==> config.mk <==
export PLATFORM = sky130hd
export DESIGN_NAME = pin_pwm_cfg
export DESIGN_NICKNAME = d
export VERILOG_FILES = /design/src/pkg/sbc_cfg_pkg.sv /design/src/hdl/pwm_gen.sv /design/src/hdl/wake_filter.sv /design/src/hdl/pin_pwm_cfg.sv
export SDC_FILE = /design/constraint.sdc
export NUM_CORES = 1
export LEC_CHECK = 0
export ABC_AREA = 1
export BUFFER_PORTS_ARGS = -buffer_cell sky130_fd_sc_hd__buf_2
export CORE_MARGIN = 3
export CORE_UTILIZATION = 45
export DETAILED_ROUTE_END_ITERATION = 10
export PLACE_DENSITY_LB_ADDON = 0.08
export SYNTH_ARGS = -nofsm -noshare
export SYNTH_HDL_FRONTEND = slang
export SYNTH_HIERARCHICAL = 1
export SYNTH_SLANG_ARGS = --single-unit
==> constraint.sdc <==
create_clock -name mclk_i -period 1.8 [get_ports mclk_i]
set_input_delay 0.09 -clock mclk_i [delete_from_list [all_inputs] [get_ports mclk_i]]
set_output_delay 0.09 -clock mclk_i [all_outputs]
set_load 0.005 [all_outputs]
==> src/pkg/sbc_cfg_pkg.sv <==
/*
  constants shared by the pin-function, pwm and limit configuration block:
  register addresses, field layout, reset values, pin mode codes and the
  cycle counts derived from the 125 mhz system clock.
  assumes one clock domain and a 7-bit spi register address space.
*/
`default_nettype none
package sbc_cfg_pkg;
    // register addresses on the spi frame
    localparam logic [6:0] ADDR_PIN_FUNC = 7'h17;
    localparam logic [6:0] ADDR_DUTY     = 7'h18;
    localparam logic [6:0] ADDR_RATE     = 7'h1c;
    localparam logic [6:0] ADDR_HWCTL    = 7'h1d;

    // field positions and widths
    localparam int PIN_MODE_LSB = 0;
    localparam int PIN_MODE_W   = 3;
    localparam int RATE_LSB     = 0;
    localparam int RATE_W       = 2;
    localparam int TRIP_POS     = 2;
    localparam int ILIM_LSB     = 0;
    localparam int ILIM_W       = 2;

    // reset values
    localparam logic [2:0] PIN_MODE_POR = 3'h0;
    localparam logic [7:0] DUTY_POR     = 8'h00;
    localparam logic [1:0] RATE_POR     = 2'h0;
    localparam logic [7:0] HWCTL_POR    = 8'h01;
    localparam logic       TRIP_POR     = 1'h0;
    localparam logic [1:0] ILIM_POR     = 2'h1;

    // duty settings with fixed meaning
    localparam logic [7:0] DUTY_OFF  = 8'h00;
    localparam logic [7:0] DUTY_FULL = 8'hff;

    typedef enum logic [2:0] {
        PM_FAIL0    = 3'b000,
        PM_FAIL1    = 3'b001,
        PM_FAIL2    = 3'b010,
        PM_HS_TIMER = 3'b011,
        PM_OFF      = 3'b100,
        PM_WAKE     = 3'b101,
        PM_LS_PWM   = 3'b110,
        PM_HS_PWM   = 3'b111
    } pin_mode_t;

    // one-hot pin function vector positions
    localparam int FN_FAIL  = 0;
    localparam int FN_HS_TM = 1;
    localparam int FN_OFF   = 2;
    localparam int FN_WAKE  = 3;
    localparam int FN_LS_PW = 4;
    localparam int FN_HS_PW = 5;
    localparam int FN_W     = 6;

    // timing
    localparam int CLK_HZ        = 125_000_000;
    localparam int CLK_PERIOD_NS = 8;
    localparam int PWM_STEPS     = 255;
    localparam int RATE0_HZ      = 100;
    localparam int RATE1_HZ      = 200;
    localparam int RATE2_HZ      = 325;
    localparam int RATE3_HZ      = 400;
    // longest step that still fits the period: round down
    localparam int STEP_CYC0 = CLK_HZ / (RATE0_HZ * PWM_STEPS);
    localparam int STEP_CYC1 = CLK_HZ / (RATE1_HZ * PWM_STEPS);
    localparam int STEP_CYC2 = CLK_HZ / (RATE2_HZ * PWM_STEPS);
    localparam int STEP_CYC3 = CLK_HZ / (RATE3_HZ * PWM_STEPS);
    localparam int STEP_CNT_W = 13;
    localparam int WAKE_FILTER_NS  = 16_000;
    // least time: round up
    localparam int WAKE_FILTER_CYC =
        (WAKE_FILTER_NS + CLK_PERIOD_NS - 1) / CLK_PERIOD_NS;
    localparam int WAKE_CNT_W = 11;

    // spi frame: 8 address/command bits then 8 data bits, lsb first
    localparam logic [4:0] SPI_LAST_CMD_BIT  = 5'd7;
    localparam logic [4:0] SPI_FIRST_DAT_BIT = 5'd8;
    localparam logic [4:0] SPI_LAST_BIT      = 5'd15;
    localparam logic [4:0] SPI_DONE          = 5'd16;
endpackage
`default_nettype wire

==> src/hdl/pwm_gen.sv <==
/*
  pwm generator: 255 steps per period, duty and rate taken only at the
  period boundary.
  assumes duty and rate come from registers on the same clock.
*/
`timescale 1ns/1ps
`default_nettype none
module pwm_gen #(
    parameter int STEP_CYC0 = sbc_cfg_pkg::STEP_CYC0,
    parameter int STEP_CYC1 = sbc_cfg_pkg::STEP_CYC1,
    parameter int STEP_CYC2 = sbc_cfg_pkg::STEP_CYC2,
    parameter int STEP_CYC3 = sbc_cfg_pkg::STEP_CYC3
) (
    input  wire logic       mclk_i,    // system clock
    input  wire logic       rst_n_i,   // async reset, active low
    input  wire logic [7:0] duty_i,    // duty register
    input  wire logic [1:0] rate_i,    // rate select register
    output logic            on_o,      // switch on level
    output logic            wrap_o     // last cycle of a period
);
    localparam int CW = sbc_cfg_pkg::STEP_CNT_W;
    logic [CW-1:0] pres;
    logic [7:0]    step;
    logic [7:0]    duty_act;
    logic [1:0]    rate_act;
    logic [CW-1:0] step_len;
    logic          step_end;

    // step length from the rate in force, not the written one
    assign step_len = (rate_act == 2'h0) ? CW'(STEP_CYC0) :
                      (rate_act == 2'h1) ? CW'(STEP_CYC1) :
                      (rate_act == 2'h2) ? CW'(STEP_CYC2) :
                                           CW'(STEP_CYC3);
    assign step_end = (pres == step_len - CW'(1));
    assign wrap_o   = step_end && (step == 8'(sbc_cfg_pkg::PWM_STEPS - 1));

    // step counter and period-boundary latch
    always_ff @(posedge mclk_i or negedge rst_n_i) begin
        if (!rst_n_i) begin
            pres     <= '0;
            step     <= 8'h00;
            duty_act <= sbc_cfg_pkg::DUTY_POR;
            rate_act <= sbc_cfg_pkg::RATE_POR;
        end else begin
            pres <= step_end ? '0 : pres + CW'(1);
            if (wrap_o) begin
                step     <= 8'h00;
                duty_act <= duty_i;
                rate_act <= rate_i;
            end else if (step_end) begin
                step <= step + 8'h01;
            end
        end
    end

    // 0 never reaches, 255 is above every step: off and always on fall out
    always_ff @(posedge mclk_i or negedge rst_n_i) begin
        if (!rst_n_i) begin
            on_o <= 1'b0;
        end else begin
            on_o <= (step < duty_act);
        end
    end
endmodule
`default_nettype wire

==> src/hdl/wake_filter.sv <==
/*
  static wake filter: the pin level is synchronised, then must hold for
  the full filter time before the filtered level follows it.
  assumes the pin is asynchronous to mclk_i.
*/
`timescale 1ns/1ps
`default_nettype none
module wake_filter (
    input  wire logic mclk_i,    // system clock
    input  wire logic rst_n_i,   // async reset, active low
    input  wire logic pin_i,     // raw pin level, asynchronous
    output logic      level_o,   // filtered level
    output logic      edge_o     // one-cycle pulse on filtered change
);
    localparam int CW = sbc_cfg_pkg::WAKE_CNT_W;
    localparam logic [CW-1:0] LAST = CW'(sbc_cfg_pkg::WAKE_FILTER_CYC - 1);
    logic          sync1;
    logic          sync2;
    logic [CW-1:0] cnt;
    logic          differs;

    assign differs = (sync2 != level_o);

    // two-stage synchroniser, then stability counter
    always_ff @(posedge mclk_i or negedge rst_n_i) begin
        if (!rst_n_i) begin
            sync1   <= 1'b0;
            sync2   <= 1'b0;
            cnt     <= '0;
            level_o <= 1'b0;
            edge_o  <= 1'b0;
        end else begin
            sync1  <= pin_i;
            sync2  <= sync1;
            edge_o <= 1'b0;
            if (!differs) begin
                cnt <= '0;                   // a glitch restarts the wait
            end else if (cnt == LAST) begin
                cnt     <= '0;
                level_o <= sync2;
                edge_o  <= 1'b1;
            end else begin
                cnt <= cnt + CW'(1);
            end
        end
    end
endmodule
`default_nettype wire

==> src/hdl/pin_pwm_cfg.sv <==
/*
  spi-reached configuration of the high-voltage pin function, pwm duty
  and rate, thermal trip level and regulator current limit.
  assumes an spi master on the pins, lock bits and mode events from the
  neighbouring registers on mclk_i.
*/
// Contract
// - codes 0-2 fail output, 3 timer high-side, 4 off
// - code 5 wake input, 16 us filter
// - code 6 pwm low-side, 7 pwm high-side
// - wake input is default fail-safe wake source
// - pin mode zero at power-on, kept by restart
// - level-0 lock keeps pin mode on soft reset
// - duty zero keeps switch off
// - duty all ones on, else duty/255 on
// - new duty waits for period end
// - rate codes give 100, 200, 325, 400 hz
// - new rate waits for period end
// - duty, rate clear on power-on, soft reset
// - bit 2 selects higher thermal trip level
// - two-bit regulator current limit, default 01
// - reserved bits read zero, ignore writes
// - hardware control 0x01 at power-on, level-1 lock
// - level-0 lock blocks pin mode writes
// - locks take hold at chip select rise
`timescale 1ns/1ps
`default_nettype none
module pin_pwm_cfg #(
    parameter int STEP_CYC0 = sbc_cfg_pkg::STEP_CYC0  // 100 hz step, cycles
) (
    input  wire logic       mclk_i,          // system clock, 125 mhz
    input  wire logic       rst_n_i,         // power-on reset, active low
    input  wire logic       spi_sclk_i,      // spi clock pin
    input  wire logic       spi_sdi_i,       // spi data in pin
    input  wire logic       spi_chip_select_n_i, // spi select, low active
    output logic            spi_sdo_o,       // spi data out
    output logic            spi_sdo_oe_o,    // sdo driven while selected
    input  wire logic       soft_reset_i,    // soft reset pulse
    input  wire logic       restart_i,       // restart pulse
    input  wire logic       cfg_lock0_i,     // level-0 lock register bit
    input  wire logic       cfg_lock1_i,     // level-1 lock register bit
    input  wire logic       fail_safe_mode_i, // device in fail-safe mode
    input  wire logic       fail_output_i,   // fail output request level
    input  wire logic       sense_timer_i,   // cyclic sense timer level
    input  wire logic       gpio_pin_i,      // pin level, asynchronous
    output logic [5:0]      pin_func_o,      // one-hot pin function
    output logic            high_side_switch_o, // high-side drive on
    output logic            low_side_switch_o,  // low-side drive on
    output logic            wake_event_o,    // filtered wake edge pulse
    output logic            wake_source_default_o, // fail-safe wake src
    output logic            thermal_trip_level_o,  // 1: higher trip level
    output logic [1:0]      regulator_current_limit_o, // limit step
    output logic            charge_pump_wr_en_o // charge pump bit writable
);
    // spi pin synchronisers: stage one is read only by stage two
    logic [2:0] sync1;
    logic [2:0] sync2;
    logic [2:0] prev;
    logic       sclk_s, sdi_s, csn_s;
    logic       sclk_rise, sclk_fall, cs_rise, cs_fall;

    // frame state
    logic [4:0] bit_cnt;
    logic [7:0] rx;
    logic [6:0] addr_q;
    logic       wr_flag;
    logic [7:0] tx;
    logic       wr_stb;
    logic [7:0] wdata;
    logic [7:0] next_rx;
    logic [7:0] rdata;

    // configuration state
    logic [2:0] pin_mode;
    logic [7:0] duty_setting;
    logic [1:0] period_rate_select;
    logic       trip_level;
    logic [1:0] ilim;
    logic       lock0_eff;
    logic       lock1_eff;

    logic       wr_pin, wr_duty, wr_rate, wr_hw;
    logic       pwm_on, pwm_wrap, wake_level;
    logic       wake_edge;
    sbc_cfg_pkg::pin_mode_t mode;

    assign {sclk_s, sdi_s, csn_s} = sync2;
    assign sclk_rise = sclk_s && !prev[2] && !csn_s;
    assign sclk_fall = !sclk_s && prev[2] && !csn_s;
    assign cs_rise   = csn_s && !prev[0];
    assign cs_fall   = !csn_s && prev[0];
    assign next_rx   = {sdi_s, rx[7:1]};

    // pins pass two flip-flops before anything looks at them
    always_ff @(posedge mclk_i or negedge rst_n_i) begin
        if (!rst_n_i) begin
            sync1 <= 3'h1;
            sync2 <= 3'h1;
            prev  <= 3'h1;
        end else begin
            sync1 <= {spi_sclk_i, spi_sdi_i, spi_chip_select_n_i};
            sync2 <= sync1;
            prev  <= sync2;
        end
    end

    // frame receive: address byte then data byte, lsb first
    always_ff @(posedge mclk_i or negedge rst_n_i) begin
        if (!rst_n_i) begin
            bit_cnt <= 5'h00;
            rx      <= 8'h00;
            addr_q  <= 7'h00;
            wr_flag <= 1'b0;
            wr_stb  <= 1'b0;
            wdata   <= 8'h00;
        end else begin
            wr_stb <= 1'b0;
            if (cs_fall) begin
                bit_cnt <= 5'h00;
            end else if (sclk_rise && bit_cnt != sbc_cfg_pkg::SPI_DONE) begin
                rx      <= next_rx;
                bit_cnt <= bit_cnt + 5'h01;
                if (bit_cnt == sbc_cfg_pkg::SPI_LAST_CMD_BIT) begin
                    addr_q  <= next_rx[6:0];
                    wr_flag <= next_rx[7];
                end
                if (bit_cnt == sbc_cfg_pkg::SPI_LAST_BIT) begin
                    wr_stb <= wr_flag;
                    wdata  <= next_rx;
                end
            end
        end
    end

    // read data shifts out on falling edges of the second byte
    always_ff @(posedge mclk_i or negedge rst_n_i) begin
        if (!rst_n_i) begin
            tx <= 8'h00;
        end else if (cs_fall) begin
            tx <= 8'h00;
        end else if (sclk_fall && bit_cnt == sbc_cfg_pkg::SPI_FIRST_DAT_BIT) begin
            tx <= rdata;
        end else if (sclk_fall && bit_cnt > sbc_cfg_pkg::SPI_FIRST_DAT_BIT) begin
            tx <= {1'b0, tx[7:1]};
        end
    end
    assign spi_sdo_o    = tx[0];
    assign spi_sdo_oe_o = !csn_s;

    // read mux: reserved bits are constant zero, unmapped reads zero
    assign rdata =
        (addr_q == sbc_cfg_pkg::ADDR_PIN_FUNC) ? {5'h00, pin_mode} :
        (addr_q == sbc_cfg_pkg::ADDR_DUTY)     ? duty_setting :
        (addr_q == sbc_cfg_pkg::ADDR_RATE)     ? {6'h00, period_rate_select} :
        (addr_q == sbc_cfg_pkg::ADDR_HWCTL)    ?
            {5'h00, trip_level, ilim} : 8'h00;

    // write decode; locked fields simply drop the write
    assign wr_pin  = wr_stb && addr_q == sbc_cfg_pkg::ADDR_PIN_FUNC
                     && !lock0_eff;
    assign wr_duty = wr_stb && addr_q == sbc_cfg_pkg::ADDR_DUTY;
    assign wr_rate = wr_stb && addr_q == sbc_cfg_pkg::ADDR_RATE;
    assign wr_hw   = wr_stb && addr_q == sbc_cfg_pkg::ADDR_HWCTL
                     && !lock1_eff;
    assign charge_pump_wr_en_o = !lock0_eff;

    // locks only bite once the frame that set them has ended;
    // level 1 holds until power-on reset
    always_ff @(posedge mclk_i or negedge rst_n_i) begin
        if (!rst_n_i) begin
            lock0_eff <= 1'b0;
            lock1_eff <= 1'b0;
        end else if (cs_rise) begin
            lock0_eff <= cfg_lock0_i;
            lock1_eff <= lock1_eff | cfg_lock1_i;
        end
    end

    // pin mode: restart keeps it, soft reset clears unless locked
    always_ff @(posedge mclk_i or negedge rst_n_i) begin
        if (!rst_n_i) begin
            pin_mode <= sbc_cfg_pkg::PIN_MODE_POR;
        end else if (soft_reset_i) begin
            if (!lock0_eff) begin
                pin_mode <= sbc_cfg_pkg::PIN_MODE_POR;
            end
        end else if (wr_pin && !restart_i) begin
            pin_mode <= wdata[2:0];
        end
    end

    // duty and rate: cleared by soft reset, kept by restart
    always_ff @(posedge mclk_i or negedge rst_n_i) begin
        if (!rst_n_i) begin
            duty_setting       <= sbc_cfg_pkg::DUTY_POR;
            period_rate_select <= sbc_cfg_pkg::RATE_POR;
        end else if (soft_reset_i) begin
            duty_setting       <= sbc_cfg_pkg::DUTY_POR;
            period_rate_select <= sbc_cfg_pkg::RATE_POR;
        end else if (!restart_i) begin
            if (wr_duty) begin
                duty_setting <= wdata;
            end
            if (wr_rate) begin
                period_rate_select <= wdata[1:0];
            end
        end
    end

    // thermal and current limit: level-1 lock shields from soft reset
    always_ff @(posedge mclk_i or negedge rst_n_i) begin
        if (!rst_n_i) begin
            trip_level <= sbc_cfg_pkg::HWCTL_POR[sbc_cfg_pkg::TRIP_POS];
            ilim       <= sbc_cfg_pkg::HWCTL_POR[1:0];
        end else if (soft_reset_i) begin
            if (!lock1_eff) begin
                trip_level <= sbc_cfg_pkg::TRIP_POR;
                ilim       <= sbc_cfg_pkg::ILIM_POR;
            end
        end else if (wr_hw && !restart_i) begin
            trip_level <= wdata[sbc_cfg_pkg::TRIP_POS];
            ilim       <= wdata[1:0];
        end
    end
    assign thermal_trip_level_o      = trip_level;
    assign regulator_current_limit_o = ilim;

    // pin function decode, exactly one bit set for every code
    assign mode = sbc_cfg_pkg::pin_mode_t'(pin_mode);
    assign pin_func_o[sbc_cfg_pkg::FN_FAIL] =
        (mode == sbc_cfg_pkg::PM_FAIL0) || (mode == sbc_cfg_pkg::PM_FAIL1)
        || (mode == sbc_cfg_pkg::PM_FAIL2);
    assign pin_func_o[sbc_cfg_pkg::FN_HS_TM] =
        (mode == sbc_cfg_pkg::PM_HS_TIMER);
    assign pin_func_o[sbc_cfg_pkg::FN_OFF]  = (mode == sbc_cfg_pkg::PM_OFF);
    assign pin_func_o[sbc_cfg_pkg::FN_WAKE] = (mode == sbc_cfg_pkg::PM_WAKE);
    assign pin_func_o[sbc_cfg_pkg::FN_LS_PW] =
        (mode == sbc_cfg_pkg::PM_LS_PWM);
    assign pin_func_o[sbc_cfg_pkg::FN_HS_PW] =
        (mode == sbc_cfg_pkg::PM_HS_PWM);

    // drive: fail output pulls low, timer or pwm gate the switches;
    // pwm only reads the duty set beforehand if the master set it first
    assign high_side_switch_o =
        (pin_func_o[sbc_cfg_pkg::FN_HS_TM] && sense_timer_i)
        || (pin_func_o[sbc_cfg_pkg::FN_HS_PW] && pwm_on);
    assign low_side_switch_o =
        (pin_func_o[sbc_cfg_pkg::FN_FAIL] && fail_output_i)
        || (pin_func_o[sbc_cfg_pkg::FN_LS_PW] && pwm_on);

    // wake only counts while the pin is a wake input
    assign wake_event_o = wake_edge && pin_func_o[sbc_cfg_pkg::FN_WAKE];
    assign wake_source_default_o =
        pin_func_o[sbc_cfg_pkg::FN_WAKE] && fail_safe_mode_i;

    pwm_gen #(
        .STEP_CYC0 (STEP_CYC0)
    ) u_pwm (
        .mclk_i  (mclk_i),
        .rst_n_i (rst_n_i),
        .duty_i  (duty_setting),
        .rate_i  (period_rate_select),
        .on_o    (pwm_on),
        .wrap_o  (pwm_wrap)
    );

    wake_filter u_wake (
        .mclk_i  (mclk_i),
        .rst_n_i (rst_n_i),
        .pin_i   (gpio_pin_i),
        .level_o (wake_level),
        .edge_o  (wake_edge)
    );
endmodule
`default_nettype wire

==> results.md <==
* Pwr/cell area at 740 nW/um2
* Core area at 12,300 um2
* Clock skew at 6.33 ps
* Cell area after synthesis at about 5800 um2
* Worst-path clk slew at about 70 ps
* Slew margin rel. at 0.684
* Fmax at between 500 and 600 MHz
* Largest net degree at the start of global routing at 41
* # IOs at 29
* Fin util at 0.551
* DRT Pass-1 Iters at 4
* Setup crit start kind: register
* Post-DRT Antenna Nets at 0
* Maxcap violations at 0
* Final wirelength at 12.0 mm
* Num CTS Buffers at 9
* Worst-path fanout max at 6
* First-pass GRT wire length at 21.1 mm
* Crit path max-delay family: simple AND/OR/NAND/NOR gates
* Unrepaired setup endpoints after global routing: yes
* Row count at 40
* Worst-Skew Late Latency at 350 ps
* Synthesized area per cell at 8.20 um2
* Slowest-stage cell, CP: dfrtp_2
* Fin. max-slew vios at 0
* Ant. Diodes at 0
* Final Setup Violations at 0
* Layout cells sized above 1 at 0.181
* CTS Root Cell: clkbuf_16
* Endpoints failing hold at 0
* Initial Utilization at 0.471
* Vias post-DR at 4,575
* Final period util at 0.981
* Static Leak at 0.00329 uW
* Worst Path Required at 2040 ps
* GRT overflow at 0
* DRT iter0 DRCs at 255
* Buf+Inv Stages, Crit Path at 2
* YS warnings at 6
* Measured slew at the worst slew-check pin at 474 ps
* Final TNS setup at 0 ps
* Die area at 14,300 um2
* Die W at 119 um
* Setup CP Type: register to register
* Vias/cell at 4.91
* CTS tree: built
* HP Class: input pin to register
* Syn Nets at 741
* Initial antenna violation count at 0
* Status: finished clean
* # nets final at 793
* Cells along the critical path: buf_4, ha_1, nand2_1, nand2_2, nor2_2, nand2_2, nor2_4, buf_6, nand2_2, nand2_1, nand2_1
* Dpl hpwl at 8.83 mm
* Wire per inst at 12.8 um
* Period minus WS final at 1770 ps
* Clock buffer depth at 2
* Sink Count at between 100 and 150
* Total GRT Usage at 0.181
* DRC at 0
* GP Congestion at 0.891
* VDD IR max at 1.06 mV
* Area growth syn-to-layout at 17.1%
* Port buffer count at 28
* Cell count after synthesis at between 700 and 800
* CP Capture Type: register
* H-tree Lvls at 3
* Vias in the first global route at 4,499
* WP data arrival at 2010 ps
* Y dimension of the die at 119 um
* Slowest stage delay, CP at 450 ps
area by class of cell:
class / instances / area, um2
timing repair buffer: 53 / 392
tap: 168 / 210
multi-input combinational: 479 / 2680
inverter: 106 / 400
fill: 1196 / 5530
clock buffer: 9 / 225
clock inverter: 7 / 114
sequential: 110 / 2760
cell usage in the layout (no fill, tap or decap), types with 9 or more instances in the layout:
| cell | n |
|---|---|
| inv_1 | 96 |
| buf_4 | 12 |
| nand3_1 | 52 |
| o21ai_0 | 47 |
| buf_2 | 27 |
| clkbuf_16 | 9 |
| nor3_1 | 13 |
| xor2_1 | 12 |
| dfrtp_1 | 105 |
| inv_2 | 9 |
| nand2_1 | 165 |
| ha_1 | 15 |
| nor2_1 | 68 |
| nand2_2 | 12 |
| a21oi_1 | 17 |
| nand4_1 | 13 |
registers in the layout, indices dropped and copies added (netlist names), 2 cells and up:
name / flops
u_pwm/step: 8
wdata: 8
sync1: 3
regulator_current_limit_o: 2
period_rate_select: 2
rx: 7
prev: 2
duty_setting: 8
u_pwm/rate_act: 2
u_pwm/pres: 13
addr_q: 7
mode: 3
u_wake/cnt: 11
tx: 8
u_pwm/duty_act: 8
sync2: 3
bit_cnt: 5
routing by layer:
layer / part of all wire / up-vias / GRT usage / wire length, um
met5: 0 / - / 0 / 0
met1: 0.45 / 2182 / 0.217 / 5350
li1: - / 2349 / - / -
met2: 0.52 / 31 / 0.325 / 6190
met4: 0.013 / 0 / 0.0437 / 160
met3: 0.024 / 13 / 0.0446 / 283
what timing repair did:
action	4_1_cts	5_1_grt
pin swaps	1	14
endpoints found under the hold margin	35	0
resized for setup	8	33
endpoints found under the setup margin	31	46
buffers inserted	0	2
hold buffers	7	0
gates cloned	1	1
where the power goes:
group	internal (uW)	switching (uW)	leakage [uW]
logic	76.8	154	0.00167
clock network	1250	962	0.000165
registers	2540	35.9	0.00146
total	3870	1150	0.00330
through the flow:
stage | cells | hold slack (ps) | power [uW] | cell area (um2) | setup slack, ps
global route | 932 | 70.1 | 5230 | 6780 | -66.1
finish | 932 | 51.9 | 5020 | 6780 | 34.6
global placement | 905 | 61.4 | 2840 | 6200 | 23.1
floorplan | 707 | -206 | 2730 | 5800 | 94.4
detailed placement | 905 | 65.7 | 2840 | 6200 | -49.5
CTS | 929 | 36.6 | 5100 | 6650 | 12.3
path summary, 6_finish.rpt:
| check | from | to | slack, ps | cells past startpoint |
|---|---|---|---|---|
| min in group asynchronous | rst_n_i | u_pwm/pres[9]$_DFF_PN0_ | 230 | 2 |
| min reg2reg | sync1[2]$_DFF_PN0_ | sync2[2]$_DFF_PN0_ | 350 | 0 |
| max in group asynchronous | rst_n_i | sync2[0]$_DFF_PN1_ | 940 | 3 |
| max | u_pwm/rate_act[0]$_DFFE_PN0P_ | u_pwm/step[1]$_DFFE_PN0P_ | 30 | 11 |
| max reg2reg | u_pwm/rate_act[0]$_DFFE_PN0P_ | u_pwm/step[1]$_DFFE_PN0P_ | 30 | 11 |
| min | soft_reset_i | regulator_current_limit_o[0]$_DFFE_PN1P_ | 50 | 3 |
tightest hold or removal path: cells and delay by family:
kind,cells,cell delay [ps]
compound gates,1,90
simple gates,1,90
buf+inv,1,110
No activity file was read; power rests on OpenSTA's default activity.
